**src/tmon_pkg.sv**
```systemverilog
// Shared constants and types for the two-channel temperature monitor back end
package tmon_pkg;
  // Register addresses
  localparam logic [7:0] ADDR_LOCAL     = 8'h00;
  localparam logic [7:0] ADDR_REM_UPPER = 8'h01;
  localparam logic [7:0] ADDR_STATUS    = 8'h02;
  localparam logic [7:0] ADDR_CFG_RD    = 8'h03;
  localparam logic [7:0] ADDR_RATE_RD   = 8'h04;
  localparam logic [7:0] ADDR_CFG_WR    = 8'h09;
  localparam logic [7:0] ADDR_RATE_WR   = 8'h0a;
  localparam logic [7:0] ADDR_REM_FRAC  = 8'h10;
  localparam logic [7:0] ADDR_LIM_BASE  = 8'h20;
  localparam logic [2:0] LIM_COUNT      = 3'h6;

  // Limit register indexes
  localparam int LIM_L_HI   = 0;
  localparam int LIM_L_LO   = 1;
  localparam int LIM_L_TRIP = 2;
  localparam int LIM_R_HI   = 3;
  localparam int LIM_R_LO   = 4;
  localparam int LIM_R_TRIP = 5;
  localparam logic [5:0][7:0] LIM_RST = {8'h7f, 8'h00, 8'h7f, 8'h7f, 8'h00, 8'h7f};

  // Configuration fields
  localparam int         CFG_MASK_BIT  = 7;
  localparam int         CFG_STBY_BIT  = 6;
  localparam int         CFG_PIN_BIT   = 5;
  localparam int         CFG_RANGE_BIT = 2;
  localparam logic [7:0] CFG_WR_MASK   = 8'he4;
  localparam logic [7:0] CFG_RST       = 8'h00;

  // Conversion rate field
  localparam logic [3:0] RATE_RST   = 4'h8;
  localparam logic [3:0] RATE_MAX   = 4'ha;
  localparam logic [3:0] RATE_NOAVG = 4'h8;

  // Status flag positions
  localparam int         STAT_L_HI     = 6;
  localparam int         STAT_L_LO     = 5;
  localparam int         STAT_R_HI     = 4;
  localparam int         STAT_R_LO     = 3;
  localparam int         STAT_R_OPEN   = 2;
  localparam int         STAT_R_TRIP   = 1;
  localparam int         STAT_L_TRIP   = 0;
  localparam logic [7:0] STAT_ALERT_MASK = 8'h7c;

  // Averaging and result format, values in quarter degrees
  localparam logic [4:0]         AVG_LAST     = 5'h0f;
  localparam int                 AVG_SHIFT    = 4;
  localparam logic signed [13:0] EXT_OFFSET_Q = 14'sh0100;
  localparam logic signed [13:0] EXT_MAX_Q    = 14'sh03ff;
  localparam logic signed [13:0] BIN_MAX_Q    = 14'sh01fc;
  localparam logic signed [13:0] ZERO_Q       = 14'sh0000;

  // Fastest conversion period and its cycle count
  localparam int CLK_PERIOD_NS = 20;
  localparam int CONV_FAST_US  = 15500;
  localparam int CONV_FAST_CYC = CONV_FAST_US * 1000 / CLK_PERIOD_NS;

  typedef enum logic [1:0] {
    ST_WAIT  = 2'b00,
    ST_START = 2'b01,
    ST_MEAS  = 2'b10
  } seq_state_t;
endpackage

```
**src/tmon_chan_if.sv**
```systemverilog
// Carrier between the sequencer and one result channel
`timescale 1ns/1ps
interface tmon_chan_if;
  logic               sample_vld;
  logic               sample_last;
  logic               sample_bad;
  logic               avg_on;
  logic               range_ext;
  logic signed [11:0] raw_q;
  logic [7:0]         hi_lim;
  logic [7:0]         lo_lim;
  logic [7:0]         trip_lim;
  logic               res_vld;
  logic [7:0]         res_upper;
  logic [7:0]         res_frac;
  logic               over_hi;
  logic               under_lo;
  logic               over_trip;

  modport ctrl (output sample_vld, sample_last, sample_bad, avg_on, range_ext, raw_q,
                output hi_lim, lo_lim, trip_lim,
                input res_vld, res_upper, res_frac, over_hi, under_lo, over_trip);
  modport chan (input sample_vld, sample_last, sample_bad, avg_on, range_ext, raw_q,
                input hi_lim, lo_lim, trip_lim,
                output res_vld, res_upper, res_frac, over_hi, under_lo, over_trip);
endinterface

```
**src/tmon_channel.sv**
```systemverilog
// One channel: averaging, formatting, result storage and limit compare
`timescale 1ns/1ps
module tmon_channel (
  input wire logic  clk,
  input wire logic  sys_rst,
  tmon_chan_if.chan ch
);
  import tmon_pkg::*;

  logic signed [15:0] acc_ff;
  logic               bad_ff;
  logic [7:0]         upper_ff;
  logic [7:0]         frac_ff;
  logic               vld_ff;
  wire  signed [15:0] acc_sum;
  wire  signed [13:0] mean_q;
  wire  signed [13:0] fmt_q;
  wire  signed [13:0] max_q;
  wire  signed [13:0] clamp_q;
  wire                store;

  // Mean of sixteen samples, or the single sample when averaging is off
  assign acc_sum = acc_ff + {{4{ch.raw_q[11]}}, ch.raw_q};
  assign mean_q  = ch.avg_on ? 14'(acc_sum >>> AVG_SHIFT)
                             : {{2{ch.raw_q[11]}}, ch.raw_q};
  // Range is taken at completion, so a range change shows on the next result
  assign fmt_q   = ch.range_ext ? mean_q + EXT_OFFSET_Q : mean_q;
  assign max_q   = ch.range_ext ? EXT_MAX_Q : BIN_MAX_Q;
  assign clamp_q = (fmt_q < ZERO_Q) ? ZERO_Q : (fmt_q > max_q) ? max_q : fmt_q;
  // A faulty sample anywhere in the group keeps the last good result
  assign store   = ch.sample_vld && ch.sample_last && !(bad_ff || ch.sample_bad);

  // Accumulate and commit whole results only
  always_ff @(posedge clk) begin
    if (sys_rst) begin
      acc_ff   <= 16'sh0000;
      bad_ff   <= 1'b0;
      upper_ff <= 8'h00;
      frac_ff  <= 8'h00;
      vld_ff   <= 1'b0;
    end else begin
      vld_ff <= store;
      if (ch.sample_vld) begin
        acc_ff <= ch.sample_last ? 16'sh0000 : acc_sum;
        bad_ff <= ch.sample_last ? 1'b0 : (bad_ff || ch.sample_bad);
      end
      if (store) begin
        upper_ff <= clamp_q[9:2];
        frac_ff  <= {clamp_q[1:0], 6'h00};
      end
    end
  end

  // High is strictly above, low is at or below
  assign ch.over_hi   = upper_ff > ch.hi_lim;
  assign ch.under_lo  = upper_ff <= ch.lo_lim;
  assign ch.over_trip = upper_ff > ch.trip_lim;
  assign ch.res_upper = upper_ff;
  assign ch.res_frac  = frac_ff;
  assign ch.res_vld   = vld_ff;

  short_hold_a: assert property (@(posedge clk) disable iff (sys_rst)
    ch.sample_vld && ch.sample_last && ch.sample_bad |=> $stable(upper_ff) && !vld_ff)
    else $error("faulty group overwrote the result");
  bin_clamp_a: assert property (@(posedge clk) disable iff (sys_rst)
    vld_ff && !$past(ch.range_ext) |-> upper_ff <= 8'h7f && frac_ff[5:0] == 6'h00)
    else $error("binary result out of range");
endmodule

```
**src/tmon_backend.sv**
```systemverilog
// Temperature monitor back end: sequencer, registers, alert and trip pins
//
// Functional notes
// - Sequencer free-runs, alternating local and remote
// - Each result compared; violations set status flags
// - High or low violation asserts alert low
// - Remote open diode also asserts alert; a shorted diode sets no flag
// - Above trip limit drives trip pin low
// - Alert pin selectable as second trip output
// - Host writes settings, reads every register
// - Settings: standby, range, mask, pin, rate
// - Slow rates average sixteen measurement cycles
// - Rates 16, 32, 64 report single measurements
// - Local result one byte at 0x00
// - Remote upper 0x01, fraction 0x10, quarter degree
// - Fraction uses top two bits, rest zero
// - Fraction read freezes upper until read
// - Config bit 2 selects extended range
// - New range valid from next cycle
// - Shorted diode keeps last valid result
// - Binary default range, offset 64 extended
// - Encodings match the published examples
// - Binary range clamps to 0 and 127
// - Range change leaves limit values untouched
// - High strictly greater, low at or below
`timescale 1ns/1ps
module tmon_backend #(
  parameter int CONV_FAST_CYCLES = tmon_pkg::CONV_FAST_CYC
) (
  input  wire logic               clk,
  input  wire logic               sys_rst,
  input  wire logic [7:0]         reg_addr,
  input  wire logic [7:0]         reg_wdata,
  input  wire logic               reg_wr,
  input  wire logic               reg_rd,
  output logic      [7:0]         reg_rdata,
  output logic                    meas_start,
  output logic                    meas_remote,
  input  wire logic               meas_valid,
  input  wire logic signed [11:0] meas_temp_q,
  input  wire logic               meas_short,
  input  wire logic               meas_open,
  output logic                    alert_pin_o,
  output logic                    alert_pin_oe,
  output logic                    thermal_trip_out_o,
  output logic                    thermal_trip_out_oe
);
  import tmon_pkg::*;

  // Control and result state
  seq_state_t  st_ff;
  seq_state_t  nxt_st;
  logic        chan_ff;
  logic        nxt_chan;
  logic [4:0]  samp_cnt_ff;
  logic [4:0]  nxt_samp_cnt;
  logic        avg_ff;
  logic        nxt_avg;
  logic [31:0] tick_cnt_ff;
  logic [7:0]  cfg_ff;
  logic [3:0]  rate_ff;
  logic [7:0]  stat_ff;
  logic [7:0]  lim_ff [6];
  logic [7:0]  rem_upper_ff;
  logic        lock_ff;
  logic [7:0]  reg_rdata_ff;
  logic        meas_start_ff;
  logic        meas_remote_ff;
  logic        alert_pin_oe_ff;
  logic        alert_pin_o_ff;
  logic        trip_oe_ff;
  logic        trip_o_ff;

  wire [31:0] period_cyc;
  wire        standby;
  wire        tick;
  wire        samp_last;
  wire        samp_take;
  wire        wr_cfg;
  wire        wr_rate;
  wire        wr_lim;
  wire        rd_status;
  wire        rd_frac;
  wire        rd_upper;
  wire        lim_hit;
  wire [2:0]  lim_idx;
  wire [7:0]  lim_rd;
  wire [7:0]  rd_mux;
  wire [7:0]  stat_set;
  wire [7:0]  nxt_stat;
  wire        alert_src;
  wire        alert_drive;
  wire        trip_drive;

  tmon_chan_if loc_if ();
  tmon_chan_if rem_if ();

  tmon_channel u_local (
    .clk     (clk),
    .sys_rst (sys_rst),
    .ch      (loc_if.chan)
  );

  tmon_channel u_remote (
    .clk     (clk),
    .sys_rst (sys_rst),
    .ch      (rem_if.chan)
  );

  // Conversion period doubles for each code step below the fastest rate
  assign period_cyc = 32'(CONV_FAST_CYCLES) << (RATE_MAX - rate_ff);
  assign standby    = cfg_ff[CFG_STBY_BIT];
  assign tick       = (st_ff == ST_WAIT) && !standby
                      && (tick_cnt_ff >= period_cyc - 32'h1);
  assign samp_take  = (st_ff == ST_MEAS) && meas_valid;
  assign samp_last  = !avg_ff || (samp_cnt_ff == AVG_LAST);

  // Sequencer next state: local group, then remote group, then wait
  always_comb begin
    nxt_st       = st_ff;
    nxt_chan     = chan_ff;
    nxt_samp_cnt = samp_cnt_ff;
    nxt_avg      = avg_ff;
    unique case (st_ff)
      ST_WAIT: begin
        if (tick) begin
          nxt_st       = ST_START;
          nxt_chan     = 1'b0;
          nxt_samp_cnt = 5'h00;
          nxt_avg      = rate_ff < RATE_NOAVG;
        end
      end
      ST_START: begin
        nxt_st = ST_MEAS;
      end
      ST_MEAS: begin
        if (meas_valid) begin
          if (!samp_last) begin
            nxt_st       = ST_START;
            nxt_samp_cnt = samp_cnt_ff + 5'h01;
          end else if (!chan_ff) begin
            nxt_st       = ST_START;
            nxt_chan     = 1'b1;
            nxt_samp_cnt = 5'h00;
          end else begin
            nxt_st = ST_WAIT;
          end
        end
      end
      default: begin
        nxt_st = ST_WAIT;
      end
    endcase
  end

  // Sequencer registers; a group in flight finishes even if standby is set
  always_ff @(posedge clk) begin
    if (sys_rst) begin
      st_ff          <= ST_WAIT;
      chan_ff        <= 1'b0;
      samp_cnt_ff    <= 5'h00;
      avg_ff         <= 1'b0;
      tick_cnt_ff    <= 32'h0;
      meas_start_ff  <= 1'b0;
      meas_remote_ff <= 1'b0;
    end else begin
      st_ff          <= nxt_st;
      chan_ff        <= nxt_chan;
      samp_cnt_ff    <= nxt_samp_cnt;
      avg_ff         <= nxt_avg;
      tick_cnt_ff    <= (st_ff != ST_WAIT || standby || tick) ? 32'h0 : tick_cnt_ff + 32'h1;
      meas_start_ff  <= nxt_st == ST_START;
      meas_remote_ff <= nxt_chan;
    end
  end

  // Channel feeds; the local channel has no diode fault
  assign loc_if.sample_vld  = samp_take && !chan_ff;
  assign rem_if.sample_vld  = samp_take && chan_ff;
  assign loc_if.sample_last = samp_last;
  assign rem_if.sample_last = samp_last;
  assign loc_if.sample_bad  = 1'b0;
  assign rem_if.sample_bad  = meas_short || meas_open;
  assign loc_if.avg_on      = avg_ff;
  assign rem_if.avg_on      = avg_ff;
  assign loc_if.range_ext   = cfg_ff[CFG_RANGE_BIT];
  assign rem_if.range_ext   = cfg_ff[CFG_RANGE_BIT];
  assign loc_if.raw_q       = meas_temp_q;
  assign rem_if.raw_q       = meas_temp_q;
  assign loc_if.hi_lim      = lim_ff[LIM_L_HI];
  assign loc_if.lo_lim      = lim_ff[LIM_L_LO];
  assign loc_if.trip_lim    = lim_ff[LIM_L_TRIP];
  assign rem_if.hi_lim      = lim_ff[LIM_R_HI];
  assign rem_if.lo_lim      = lim_ff[LIM_R_LO];
  assign rem_if.trip_lim    = lim_ff[LIM_R_TRIP];

  // Register access decode
  assign wr_cfg    = reg_wr && (reg_addr == ADDR_CFG_WR);
  assign wr_rate   = reg_wr && (reg_addr == ADDR_RATE_WR) && (reg_wdata <= {4'h0, RATE_MAX});
  assign lim_idx   = reg_addr[2:0];
  assign lim_hit   = (reg_addr[7:3] == ADDR_LIM_BASE[7:3]) && (lim_idx < LIM_COUNT);
  assign wr_lim    = reg_wr && lim_hit;
  assign rd_status = reg_rd && (reg_addr == ADDR_STATUS);
  assign rd_frac   = reg_rd && (reg_addr == ADDR_REM_FRAC);
  assign rd_upper  = reg_rd && (reg_addr == ADDR_REM_UPPER);
  assign lim_rd    = lim_hit ? lim_ff[lim_idx] : 8'h00;

  // Read selection; unmapped addresses read zero
  assign rd_mux = (reg_addr == ADDR_LOCAL)     ? loc_if.res_upper :
                  (reg_addr == ADDR_REM_UPPER) ? rem_upper_ff :
                  (reg_addr == ADDR_REM_FRAC)  ? rem_if.res_frac :
                  (reg_addr == ADDR_STATUS)    ? stat_ff :
                  (reg_addr == ADDR_CFG_RD)    ? cfg_ff :
                  (reg_addr == ADDR_RATE_RD)   ? {4'h0, rate_ff} : lim_rd;

  // Settings and limits; range writes do not touch the limits
  always_ff @(posedge clk) begin
    if (sys_rst) begin
      cfg_ff  <= CFG_RST;
      rate_ff <= RATE_RST;
      for (int i = 0; i < 6; i++) begin
        lim_ff[i] <= LIM_RST[i];
      end
    end else begin
      if (wr_cfg) begin
        cfg_ff <= reg_wdata & CFG_WR_MASK;
      end
      if (wr_rate) begin
        rate_ff <= reg_wdata[3:0];
      end
      if (wr_lim) begin
        lim_ff[lim_idx] <= reg_wdata;
      end
    end
  end

  // Status flags from each completed result, the open flag from each remote sample; a set beats a clear-on-read
  assign stat_set[STAT_L_HI]   = loc_if.res_vld && loc_if.over_hi;
  assign stat_set[STAT_L_LO]   = loc_if.res_vld && loc_if.under_lo;
  assign stat_set[STAT_R_HI]   = rem_if.res_vld && rem_if.over_hi;
  assign stat_set[STAT_R_LO]   = rem_if.res_vld && rem_if.under_lo;
  assign stat_set[STAT_R_OPEN] = rem_if.sample_vld && meas_open;
  assign stat_set[STAT_R_TRIP] = rem_if.res_vld && rem_if.over_trip;
  assign stat_set[STAT_L_TRIP] = loc_if.res_vld && loc_if.over_trip;
  assign stat_set[7]           = 1'b0;
  assign nxt_stat = (rd_status ? 8'h00 : stat_ff) | stat_set;

  // Pin drive: trip compares are live so limit writes in standby act at once
  assign alert_src   = |(stat_ff & STAT_ALERT_MASK);
  assign alert_drive = cfg_ff[CFG_PIN_BIT] ? (loc_if.over_hi || rem_if.over_hi)
                                           : (alert_src && !cfg_ff[CFG_MASK_BIT]);
  assign trip_drive  = loc_if.over_trip || rem_if.over_trip;

  // Status, tear guard, read data and pin registers
  always_ff @(posedge clk) begin
    if (sys_rst) begin
      stat_ff         <= 8'h00;
      rem_upper_ff    <= 8'h00;
      lock_ff         <= 1'b0;
      reg_rdata_ff    <= 8'h00;
      alert_pin_oe_ff <= 1'b0;
      alert_pin_o_ff  <= 1'b0;
      trip_oe_ff      <= 1'b0;
      trip_o_ff       <= 1'b0;
    end else begin
      stat_ff <= nxt_stat;
      if (!lock_ff) begin
        rem_upper_ff <= rem_if.res_upper;
      end
      if (rd_frac) begin
        lock_ff <= 1'b1;
      end else if (rd_upper) begin
        lock_ff <= 1'b0;
      end
      if (reg_rd) begin
        reg_rdata_ff <= rd_mux;
      end
      alert_pin_oe_ff <= alert_drive;
      alert_pin_o_ff  <= 1'b0;
      trip_oe_ff      <= trip_drive;
      trip_o_ff       <= 1'b0;
    end
  end

  assign reg_rdata           = reg_rdata_ff;
  assign meas_start          = meas_start_ff;
  assign meas_remote         = meas_remote_ff;
  assign alert_pin_o         = alert_pin_o_ff;
  assign alert_pin_oe        = alert_pin_oe_ff;
  assign thermal_trip_out_o  = trip_o_ff;
  assign thermal_trip_out_oe = trip_oe_ff;

  // Checks
  seq_alternate_a: assert property (@(posedge clk) disable iff (sys_rst)
    samp_take && samp_last && !chan_ff |=> meas_start_ff && meas_remote_ff)
    else $error("remote group did not follow local group");
  standby_idle_a: assert property (@(posedge clk) disable iff (sys_rst)
    st_ff == ST_WAIT && standby |=> st_ff == ST_WAIT && !meas_start_ff)
    else $error("conversion started in standby");
  status_high_a: assert property (@(posedge clk) disable iff (sys_rst)
    rem_if.res_vld && rem_if.over_hi |=> stat_ff[STAT_R_HI])
    else $error("remote high flag not set");
  alert_assert_a: assert property (@(posedge clk) disable iff (sys_rst)
    |(stat_ff & STAT_ALERT_MASK) && !cfg_ff[CFG_MASK_BIT] && !cfg_ff[CFG_PIN_BIT]
    |=> alert_pin_oe_ff)
    else $error("alert not driven for set flag");
  open_alert_a: assert property (@(posedge clk) disable iff (sys_rst)
    rem_if.sample_vld && meas_open && cfg_ff == CFG_RST && !wr_cfg
    |=> ##1 alert_pin_oe_ff)
    else $error("diode fault did not raise alert");
  trip_pin_a: assert property (@(posedge clk) disable iff (sys_rst)
    (loc_if.over_trip || rem_if.over_trip) |=> thermal_trip_out_oe && !thermal_trip_out_o)
    else $error("trip pin not driven low");
  second_trip_a: assert property (@(posedge clk) disable iff (sys_rst)
    cfg_ff[CFG_PIN_BIT] && cfg_ff[CFG_MASK_BIT] && rem_if.over_hi |=> alert_pin_oe_ff)
    else $error("second trip ignored or masked");
  avg_group_a: assert property (@(posedge clk) disable iff (sys_rst)
    samp_take && avg_ff && samp_cnt_ff != AVG_LAST |=> !loc_if.res_vld && !rem_if.res_vld)
    else $error("result stored mid average");
  single_sample_a: assert property (@(posedge clk) disable iff (sys_rst)
    samp_take && !avg_ff && !chan_ff |=> loc_if.res_vld)
    else $error("single measurement not reported");
  upper_lock_a: assert property (@(posedge clk) disable iff (sys_rst)
    rd_frac |=> lock_ff ##1 (lock_ff || $past(rd_upper)) && $stable(rem_upper_ff))
    else $error("upper byte changed while locked");
  // The remote high and local low limits move only on limit writes, whatever the range setting does
  limit_keep_a: assert property (@(posedge clk) disable iff (sys_rst)
    !wr_lim |=> $stable(lim_ff[LIM_R_HI]) && $stable(lim_ff[LIM_L_LO]))
    else $error("limit changed without a limit write");
  // A period tick always opens with a local measurement
  run_tick_a: assert property (@(posedge clk) disable iff (sys_rst)
    tick |=> meas_start_ff && !meas_remote_ff)
    else $error("period did not start a local measurement");
  // Reserved rate codes leave the running rate alone
  rate_refuse_a: assert property (@(posedge clk) disable iff (sys_rst)
    reg_wr && reg_addr == ADDR_RATE_WR && reg_wdata > {4'h0, RATE_MAX} |=> $stable(rate_ff))
    else $error("reserved rate code accepted");
  alert_mask_a: assert property (@(posedge clk) disable iff (sys_rst)
    !cfg_ff[CFG_PIN_BIT] && cfg_ff[CFG_MASK_BIT] |=> !alert_pin_oe_ff)
    else $error("masked alert still driven");
  // A status read with no new event leaves every flag clear
  status_clear_a: assert property (@(posedge clk) disable iff (sys_rst)
    rd_status && stat_set == 8'h00 |=> stat_ff == 8'h00)
    else $error("status flags survived a read");
  // The upper byte read returns the value frozen by the fraction read
  upper_read_a: assert property (@(posedge clk) disable iff (sys_rst)
    rd_upper |=> reg_rdata_ff == $past(rem_upper_ff))
    else $error("upper byte read returned a torn value");
endmodule

```
**config.mk**
```make
export PLATFORM = sky130hd
export DESIGN_NAME = tmon_backend
export DESIGN_NICKNAME = d
export VERILOG_FILES = /design/src/tmon_pkg.sv /design/src/tmon_chan_if.sv /design/src/tmon_channel.sv /design/src/tmon_backend.sv
export SDC_FILE = /design/constraint.sdc
export NUM_CORES = 1
export LEC_CHECK = 0
export BUFFER_PORTS_ARGS = -buffer_cell sky130_fd_sc_hd__buf_2
export CORE_ASPECT_RATIO = 1.5
export CORE_MARGIN = 5
export CORE_UTILIZATION = 68
export DETAILED_ROUTE_END_ITERATION = 8
export HOLD_SLACK_MARGIN = 0.12
export PLACE_DENSITY = 0.92
export SYNTH_ARGS = -nofsm -noshare
export SYNTH_HDL_FRONTEND = slang
export SYNTH_SLANG_ARGS = --single-unit
```
**constraint.sdc**
```tcl
create_clock -name clk -period 6.68 [get_ports clk]
set_input_delay 1.002 -clock clk [delete_from_list [all_inputs] [get_ports clk]]
set_output_delay 1.002 -clock clk [all_outputs]
set_load 0.05 [all_outputs]
```
==> results of run 1 <==
==> cell families (layout without fill, tap and decap cells) <==
logic type               Yosys count  in the layout  share of synthesized area (%)
AND/OR/NAND/NOR                  571            571                           21.1
AO/OA/AOI/OAI                    379            379                           19.7
flip-flops                       191            191                           34.0
buffers and inverters            134            157                           4.00
adder cells (fa/ha/maj)          124            124                           11.9
XOR/XNOR                          64             64                           4.28
multiplexers                      48             48                           5.03
other                              1             16                         0.0286
==> cell type report <==
class	instances	share of cell area, %
Clock buffer	17	3.02
Clock inverter	15	1.12
Inverter	68	1.81
Multi-Input combinational cell	1202	58.0
Sequential cell	191	31.5
Tap cell	256	2.27
Timing Repair Buffer	57	2.22
==> worst paths after layout <==
kind | startpoint | endpoint | slack (ns)
setup / recovery | rate_ff[0]$_SDFFE_PP0P_ | tick_cnt_ff[18]$_SDFF_PP0_ | 0.70
hold / removal | tick_cnt_ff[0]$_SDFF_PP0_ | tick_cnt_ff[0]$_SDFF_PP0_ | 0.46
setup reg to reg | rate_ff[0]$_SDFFE_PP0P_ | tick_cnt_ff[18]$_SDFF_PP0_ | 0.70
hold reg to reg | tick_cnt_ff[0]$_SDFF_PP0_ | tick_cnt_ff[0]$_SDFF_PP0_ | 0.46
==> worst max-delay path, cell delays in order, from the launching register on <==
cell and delay, ns:
dfxtp_1 0.72, ha_1 0.50, nand2b_1 0.25, and2_1 0.58, nor2_1 0.11, a311o_1 0.33, and2_1 0.18, nand3_1 0.12
nor2_1 0.06, maj3_1 0.36, o221a_1 0.24, ha_1 0.29, a22oi_1 0.16, nand2_1 0.11, a2111oi_0 0.50, nor3_1 0.15
o21ai_0 0.29, nand2_1 0.64, nor2_1 0.30
==> placed cells by master (no fill, tap or decap), drive strengths merged, types with 8 or more instances in the layout <==
master  instances
and2           26
or3            14
or2            14
a21o           34
and3           11
xnor2          34
a211o           8
nand2b         40
nand4          17
nand3          58
a31oi          10
xor2           30
a211oi         14
nor4           11
edfxtp         62
o21a           13
nor2          182
dfxtp         129
inv            76
nor2b          20
mux2i          32
a21oi          91
a221o           9
nand2         118
a221oi          8
conb           16
mux4           14
ha            120
nor3           44
o211ai          9
a22oi          42
clkbuf         17
buf            57
o21ai          83
==> flip-flops by register name, summed over array words and instances (netlist names), 2 cells and up <==
name and count:
lim_ff 62, tick_cnt_ff 32, u_local.acc_ff 16, u_remote.acc_ff 16
reg_rdata 8, rem_upper_ff 8, u_local.ch.res_upper 8, u_remote.ch.res_upper 8
stat_ff 7, samp_cnt_ff 5, cfg_ff 4, rate_ff 4
st_ff 2, u_remote.ch.res_frac 2
==> report_power, final <==
part	internal (mW)	switching [mW]	leakage, nW
clock network	0.559	0.477	0.304
logic	0.0744	0.143	3.96
registers	1.22	0.0138	1.65
==> per-layer routing <==
| metal | global-route usage [%] | up-vias |
|---|---|---|
| met5 | 0 | - |
| met1 | 36.3 | 5647 |
| met3 | 7.30 | 238 |
| met4 | 23.0 | 0 |
| li1 | - | 5562 |
| met2 | 54.4 | 728 |
==> stage by stage <==
step                power (mW)  cells  cell area, um2  hold WS (ns)
finish                    2.49   1806           14100         0.456
global placement          1.46   1774           13500         0.424
detailed placement        1.47   1774           13500         0.441
CTS                       2.48   1806           14100         0.458
floorplan                 1.40   1527           13100         0.418
global route              2.56   1806           14100         0.475
==> reports/metrics.yaml, run 1 <==
ys_seq_elements: 191
multi_input_area_um2: 8180
worstPathArrival_ns: 6.34
yosysWarnings: 0
outcome: "complete, no violations"
drt-met1-wl_um: 12700
grt_pass1_wl_um: 58300
wl_met3_um: 2970
clk_latency_ns: 0.44
ctsResizeCount: 0
wire_per_inst_um: 20.0
post-route-util_pct: 73.9
cp-end-kind: "flip-flop"
async_flop_share_pct: 0
start_kind: "flip-flop"
worstSetupPathType: "flip-flop to flip-flop"
tritoncts: "done"
grt_remaining_overflow: 0
core_um2: 19100
setup_viol: 0
setup_slack_ns: 0.699
cts_buffers: 17
clockBufferDepth: 2
grt_setup_unrepaired: "no"
fin_skew_ns: 0.0123
vias: 12200
postCtsSetupBuffers: 0
hold_depth: 1
top_layer: "met4"
synth_cell_types: 87
crit_fanout: 31
initial_utilization_pct: 68.6
drc: 0
post-route-period-util_pct: 89.5
portBuffers: 46
ir_drop_mv: 0.136
synth.most_common_cell: "nor2_1"
postCtsHoldBufs: 0
netlist_area_um2: 13100
r2r_cells: 18
dieArea_um2: 22200
drt_iter0_drc: 1601
synth_area_leaders: "dfxtp_1 (20%), edfxtp_1 (14%), ha_1 (11%)"
seq_area_um2: 4440
path_clk_slew_ns: 0.07
wl_met2_um: 17500
areaGrowthSynthToFinish_pct: 7.68
viasPerCell: 6.74
htreeDepth: 4
die_y_um: 180
yosysTopAreaCell: "dfxtp_1"
max_cap_viol_count: 0
fmax_ghz: 0.167
ys.flop_type: "dfxtp_1"
layout.nets: 1694
grt.total_usage_pct: 32.7
syn-mean-instance-area_um2: 8.66
dpl.hpwl_um: 26600
hold_viol_final: 0
synth_cells: 1512
pin_count: 49
grt_max_degree: 51
cts_sinks: 191
period_minus_slack_ns: 5.98
synth-edff-count: 62
antenna_left: 0
power.density_nw_per_um2: 176
maxSlewViolCount: 0
first_pass_iters: 6
gp_congestion: 0.937
yosysTopAreaCellShare_pct: 19.7
grt_pass1_vias: 12000
row_count: 62
drive_gt1_share_pct: 8.84
dp_slack_ns: 0.820
worst_pin_slew_ns: 1.21
yosys-top-cells-count: "nor2_1 (182), dfxtp_1 (129), ha_1 (120), nand2_1 (117), a21oi_1 (90)"
yosysSeqAreaShare_pct: 34.0
p_leak_nw: 5.92
clock-root-buffer: "clkbuf_16"
n_fill_cell: 1399
tns_ns: 0
antenna_found_initial: 0
required_ns: 7.04
hp-class: "flip-flop to flip-flop"
max-slew-margin-rel_pct: 18.8
die_w_um: 123
drt-total-wl_um: 36100
diodes: 0
Note: power is estimated with default switching activity, not from simulation.
==> run 2: changes to the inputs <==
--- a/config.mk
+++ b/config.mk
@@ -5,13 +5,16 @@
 export SDC_FILE = /design/constraint.sdc
 export NUM_CORES = 1
 export LEC_CHECK = 0
+export ABC_AREA = 1
 export BUFFER_PORTS_ARGS = -buffer_cell sky130_fd_sc_hd__buf_2
 export CORE_ASPECT_RATIO = 1.5
 export CORE_MARGIN = 5
-export CORE_UTILIZATION = 68
+export CORE_UTILIZATION = 69
 export DETAILED_ROUTE_END_ITERATION = 8
 export HOLD_SLACK_MARGIN = 0.12
-export PLACE_DENSITY = 0.92
+export PLACE_DENSITY = 0.93
 export SYNTH_ARGS = -nofsm -noshare
 export SYNTH_HDL_FRONTEND = slang
+export SYNTH_HIERARCHICAL = 1
 export SYNTH_SLANG_ARGS = --single-unit
+export TNS_END_PERCENT = 10
==> reports/metrics.yaml, run 2 <==
outcome: "complete, no violations"
largest_reg_flops: 64
maxSlewViolCount: 0
layout.nets: 2306
row_count: 64
clock-root-buffer: "clkbuf_16"
most-common-layout-cells: "nand2_1 (654), inv_1 (293), nor2_1 (162)"
timing.reg2reg.setup_slack_ns: 2.71
cts_buffers: 17
die_y_um: 186
htreeDepth: 4
postCtsHoldBufs: 0
yosysWarnings: 6
grt_remaining_overflow: 0
drc: 0
netlist_area_um2: 14300
wire_per_inst_um: 16.2
r2r_cells: 23
crit_chain: "inv_1, nand2_2, nand2_4, nand2_1, nand2_2, nand2_1, ha_1, nand2_1, nor3_4, nand3_1, xor2_1, ha_1, nand2_1, inv_1, nand2_1, nand2_1, a21oi_1, nand2_1, nand2_1, nand2_1, a21boi_0, nor2_1, nor2_1"
antenna_found_initial: 0
dpl.hpwl_um: 29600
die_w_um: 128
drt_iter0_drc: 1348
setup_slack_ns: 2.71
reg2reg_from: "rate_ff[0]$_SDFFE_PP0P_"
pin_count: 49
worstSetupPathType: "flip-flop to flip-flop"
post-route-period-util_pct: 59.4
p_total_mw: 2.51
drt-total-wl_um: 39300
dieArea_um2: 23800
clockBufferDepth: 2
core_um2: 20400
regMostFlops: "lim_ff"
diodes: 0
crit_path_frequent_cell: "nand2_1"
grt_max_degree: 76
tritoncts: "done"
crit_end: "samp_cnt_ff[0]$_SDFFE_PP0P_"
reg2reg_to: "samp_cnt_ff[0]$_SDFFE_PP0P_"
start_kind: "flip-flop"
clk_latency_ns: 0.45
hold_depth: 2
worst-path-buf-inv: 2
period_minus_slack_ns: 3.97
p_leak_nw: 7.39
grt_pass1_vias: 13800
syn-mean-instance-area_um2: 6.80
required_ns: 7.06
max_stage_delay_ns: 0.53
cp-end-kind: "flip-flop"
vias: 14200
grt_pass1_wl_um: 63500
postCtsSetupBuffers: 0
max_cap_viol_count: 0
hold_viol_final: 0
tns_ns: 0
initial_utilization_pct: 70.1
worstPathArrival_ns: 4.35
crit_fanout: 14
cts_sinks: 194
path_clk_slew_ns: 0.07
antenna_left: 0
cp_top_family: "simple AND/OR/NAND/NOR gates"
gp_congestion: 1.00
path_depth: 23
crit_path_start: "rate_ff[0]$_SDFFE_PP0P_"
grt_setup_unrepaired: "no"
areaGrowthSynthToFinish_pct: 6.94
cpMaxStageDelayCell: "dfxtp_1"
max-slew-margin-rel_pct: 21.5
ctsResizeCount: 0
synth_cells: 2105
power.density_nw_per_um2: 164
drive_gt1_share_pct: 9.68
viasPerCell: 5.85
dp_slack_ns: 2.79
top_regs: "lim_ff: 64 flops, tick_cnt_ff: 32 flops"
hp-class: "flip-flop to flip-flop"
fin_skew_ns: 0.0102
worst_pin_slew_ns: 1.17
setup_viol: 0
grt.total_usage_pct: 32.7
portBuffers: 46
fmax_ghz: 0.252
layout_commonest_cell: "nand2_1"
first_pass_iters: 6
ir_drop_mv: 0.190
## run 2: through the flow
stage	utilization (%)	cell area, um2	instances	hold slack, ns
2_1_floorplan	-	14400	2128	0.434
3_3_place_gp	72.1	14700	2392	0.452
3_5_place_dp	72.1	14700	2392	0.454
4_1_cts	74.9	15300	2424	0.465
5_1_grt	74.9	15300	2424	0.483
6_report	74.9	15300	2424	0.464
## run 2: layer usage
metal	up-vias	track usage [%]	routed length, um
li1	6798	-	-
met1	6488	36.7	14100
met2	704	56.1	19200
met3	202	5.69	3300
met4	0	21.8	2740
met5	-	0	0
## run 2: final cells by class
class,instances,area (um2)
clock buffers,19,464
clock inverters,13,114
fillers,1548,5120
inverters,318,1200
multi-input cells,1566,8410
flip-flops and latches,194,4520
well taps,264,330
repair buffers,50,260
## run 2: worst register-to-register path, delay by kind of cell (launching register included)
kind	cells	cell delay, ns
AND/OR/NAND/NOR	16	1.79
XOR/XNOR	1	0.16
AO/OA/AOI/OAI	2	0.59
buffers and inverters	2	0.28
flip-flops	1	0.53
adder cells (fa/ha/maj)	2	0.54
## run 2: report_power, final
part	switching (mW)	internal (mW)
Combinational	0.176	0.0690
Clock	0.489	0.522
Sequential	0.0156	1.24
## run 2: worst min-delay path by stage
| stage | from | endpoint | slack [ns] |
|---|---|---|---|
| after floorplan | rem_upper_ff[4]$_SDFFE_PP0N_ | rem_upper_ff[4]$_SDFFE_PP0N_ | 0.43 |
| after global placement | reg_rdata[6]$_SDFFE_PP0P_ | reg_rdata[6]$_SDFFE_PP0P_ | 0.45 |
| after detailed placement | stat_ff[0]$_SDFF_PP0_ | stat_ff[0]$_SDFF_PP0_ | 0.45 |
| after CTS | stat_ff[0]$_SDFF_PP0_ | stat_ff[0]$_SDFF_PP0_ | 0.46 |
| after global routing | stat_ff[0]$_SDFF_PP0_ | stat_ff[0]$_SDFF_PP0_ | 0.48 |
| final | stat_ff[0]$_SDFF_PP0_ | stat_ff[0]$_SDFF_PP0_ | 0.46 |
==> run 3: changes to the inputs <==
--- a/config.mk
+++ b/config.mk
@@ -9,10 +9,10 @@
 export BUFFER_PORTS_ARGS = -buffer_cell sky130_fd_sc_hd__buf_2
 export CORE_ASPECT_RATIO = 1.5
 export CORE_MARGIN = 5
-export CORE_UTILIZATION = 69
+export CORE_UTILIZATION = 64
 export DETAILED_ROUTE_END_ITERATION = 8
 export HOLD_SLACK_MARGIN = 0.12
-export PLACE_DENSITY = 0.93
+export PLACE_DENSITY = 0.88
 export SYNTH_ARGS = -nofsm -noshare
 export SYNTH_HDL_FRONTEND = slang
 export SYNTH_HIERARCHICAL = 1
==> constraint.sdc (replaced) <==
create_clock -name clk -period 3.7 [get_ports clk]
set_input_delay 0.555 -clock clk [delete_from_list [all_inputs] [get_ports clk]]
set_output_delay 0.555 -clock clk [all_outputs]
set_load 0.05 [all_outputs]
==> reports/metrics.yaml, run 3 (synthesis results as in run 2) <==
outcome: "complete, no violations"
areaGrowthSynthToFinish_pct: 8.19
p_leak_nw: 7.47
worst_pin_slew_ns: 0.963
layout.nets: 2322
hp-class: "primary input to flip-flop"
clk_latency_ns: 0.45
tritoncts: "done"
switching_share_pct: 27.6
holdWs_ns: 0.386
worstPathArrival_ns: 3.82
power_frac_comb_pct: 9.8
grt.total_usage_pct: 31.1
required_ns: 4.05
power.share.clock_pct: 40.3
maxSlewViolCount: 0
ir_drop_mv: 0.352
setup_viol: 0
drive_gt1_share_pct: 10.7
htreeDepth: 4
drt-total-wl_um: 39600
layoutNonFillerInstCount: 2452
row_count: 67
postCtsHoldBufs: 0
clockBufferDepth: 2
n_fill_cell: 1898
initial_utilization_pct: 64.4
die_y_um: 193
antenna_found_initial: 0
grt_max_degree: 75
most-common-layout-cells: "nand2_1 (651), inv_1 (292), nor2_1 (162)"
pin_count: 49
switchingPower_mw: 1.25
worstSetupPathType: "flip-flop to flip-flop"
antenna_left: 0
grt_pass1_wl_um: 64200
grt_remaining_overflow: 0
fmax_ghz: 0.288
diodes: 0
clock-root-buffer: "clkbuf_16"
p_seq_share_pct: 49.9
dpl.hpwl_um: 30700
cts_buffers: 17
seq_area_um2: 4530
portBuffers: 46
power.density_nw_per_um2: 294
grt_pass1_vias: 13500
drc: 0
top_regs: "lim_ff: 64 flops, tick_cnt_ff: 32 flops"
max-slew-margin-rel_pct: 35.4
largest_reg_flops: 64
first_pass_iters: 8
p_int_mw: 3.29
layout_commonest_cell: "nand2_1"
wire_per_inst_um: 16.2
die_w_um: 132
cp-end-kind: "flip-flop"
period_minus_slack_ns: 3.47
drt_iter0_drc: 1265
multi_input_area_um2: 8450
gp_congestion: 0.962
cts_sinks: 194
path_clk_slew_ns: 0.07
start_kind: "flip-flop"
regMostFlops: "lim_ff"
p_total_mw: 4.54
viasPerCell: 5.64
setup_slack_ns: 0.227
fin_skew_ns: 0.00869
crit_fanout: 9
hold_viol_final: 0
dp_slack_ns: 0.159
placedCellCount: 2418
post-route-util_pct: 69.7
dieArea_um2: 25500
max_cap_viol_count: 0
vias: 13800
post-route-period-util_pct: 93.9
core_um2: 22200
run 3: cell count changes in the layout (fill, tap and decap cells not counted), moves of 2 or more:
cell        previous run  this run
nand2_2               29        32
ha_1                 122       120
nor2_4                 6         8
nand2_1              654       651
clkinvlp_4             1         3
nor2_2                17        15
buf_4                  4        19
run 3: power by group through the flow:
stage / registers (mW) / clock network (mW) / logic (mW)
2_1_floorplan: 2.31 / 0 / 0.296
3_5_place_dp: 2.31 / 0 / 0.433
6_report: 2.27 / 1.83 / 0.446
5_1_grt: 2.27 / 1.94 / 0.492
4_1_cts: 2.26 / 1.85 / 0.437
3_3_place_gp: 2.31 / 0 / 0.421
run 3: timing repair:
| action | 4_1_cts | 5_1_grt |
|---|---|---|
| resized for setup | 0 | 12 |
| buffers inserted | 0 | 2 |
| setup endpoints to repair | 0 | 41 |
run 3: final cells by class:
type / instances / area share, %
Timing Repair Buffer: 66 / 2.54
Inverter: 318 / 7.75
Tap cell: 276 / 2.23
Sequential cell: 194 / 29.2
Clock buffer: 19 / 2.93
Multi-Input combinational cell: 1566 / 54.6
Clock inverter: 13 / 0.760
run 3: per-stage QoR:
stage / area [um2] / setup TNS (ns)
4_1_cts: 15400 / 0
5_1_grt: 15500 / -0.0220
6_report: 15500 / 0
3_5_place_dp: 14900 / 0
3_3_place_gp: 14900 / 0
2_1_floorplan: 14400 / 0
run 3: routing by layer:
layer	routed length [um]	share of wire (%)	vias to the layer above	GRT usage, %
met5	0	0	-	0
met4	2610	6.6	0	20.1
met3	2720	6.9	146	5.45
met2	19800	50	593	56.0
met1	14500	37	6275	33.4
li1	-	-	6820	-
run 3: final timing paths:
| kind | cells past startpoint | slack, ns | start | end |
|---|---|---|---|---|
| setup reg to reg | 24 | 0.23 | rate_ff[1]$_SDFFE_PP0P_ | samp_cnt_ff[3]$_SDFFE_PP0P_ |
| hold reg to reg | 2 | 0.47 | u_remote/acc_ff[8]$_SDFFE_PP0P_ | u_remote/acc_ff[8]$_SDFFE_PP0P_ |
| setup / recovery | 24 | 0.23 | rate_ff[1]$_SDFFE_PP0P_ | samp_cnt_ff[3]$_SDFFE_PP0P_ |
| hold / removal | 3 | 0.39 | meas_open | stat_ff[2]$_SDFF_PP0_ |
run 3: critical path, cell delays in order, from the launching register on:
cell	delay (ns)
dfxtp_1	0.40
ha_2	0.25
nor2_2	0.08
nor2_8	0.22
nor2_4	0.08
nand2_1	0.12
ha_4	0.17
nand2_1	0.11
nor3_4	0.23
nand3_1	0.11
xor2_1	0.16
ha_1	0.31
nand2_1	0.07
nor2_1	0.14
inv_1	0.05
nor2_1	0.09
nand2_1	0.06
nand2_1	0.09
nand2_1	0.08
nand2_1	0.12
nand2_2	0.11
nand2_2	0.14
nand2_1	0.07
nand2_1	0.06
nor2_1	0.04
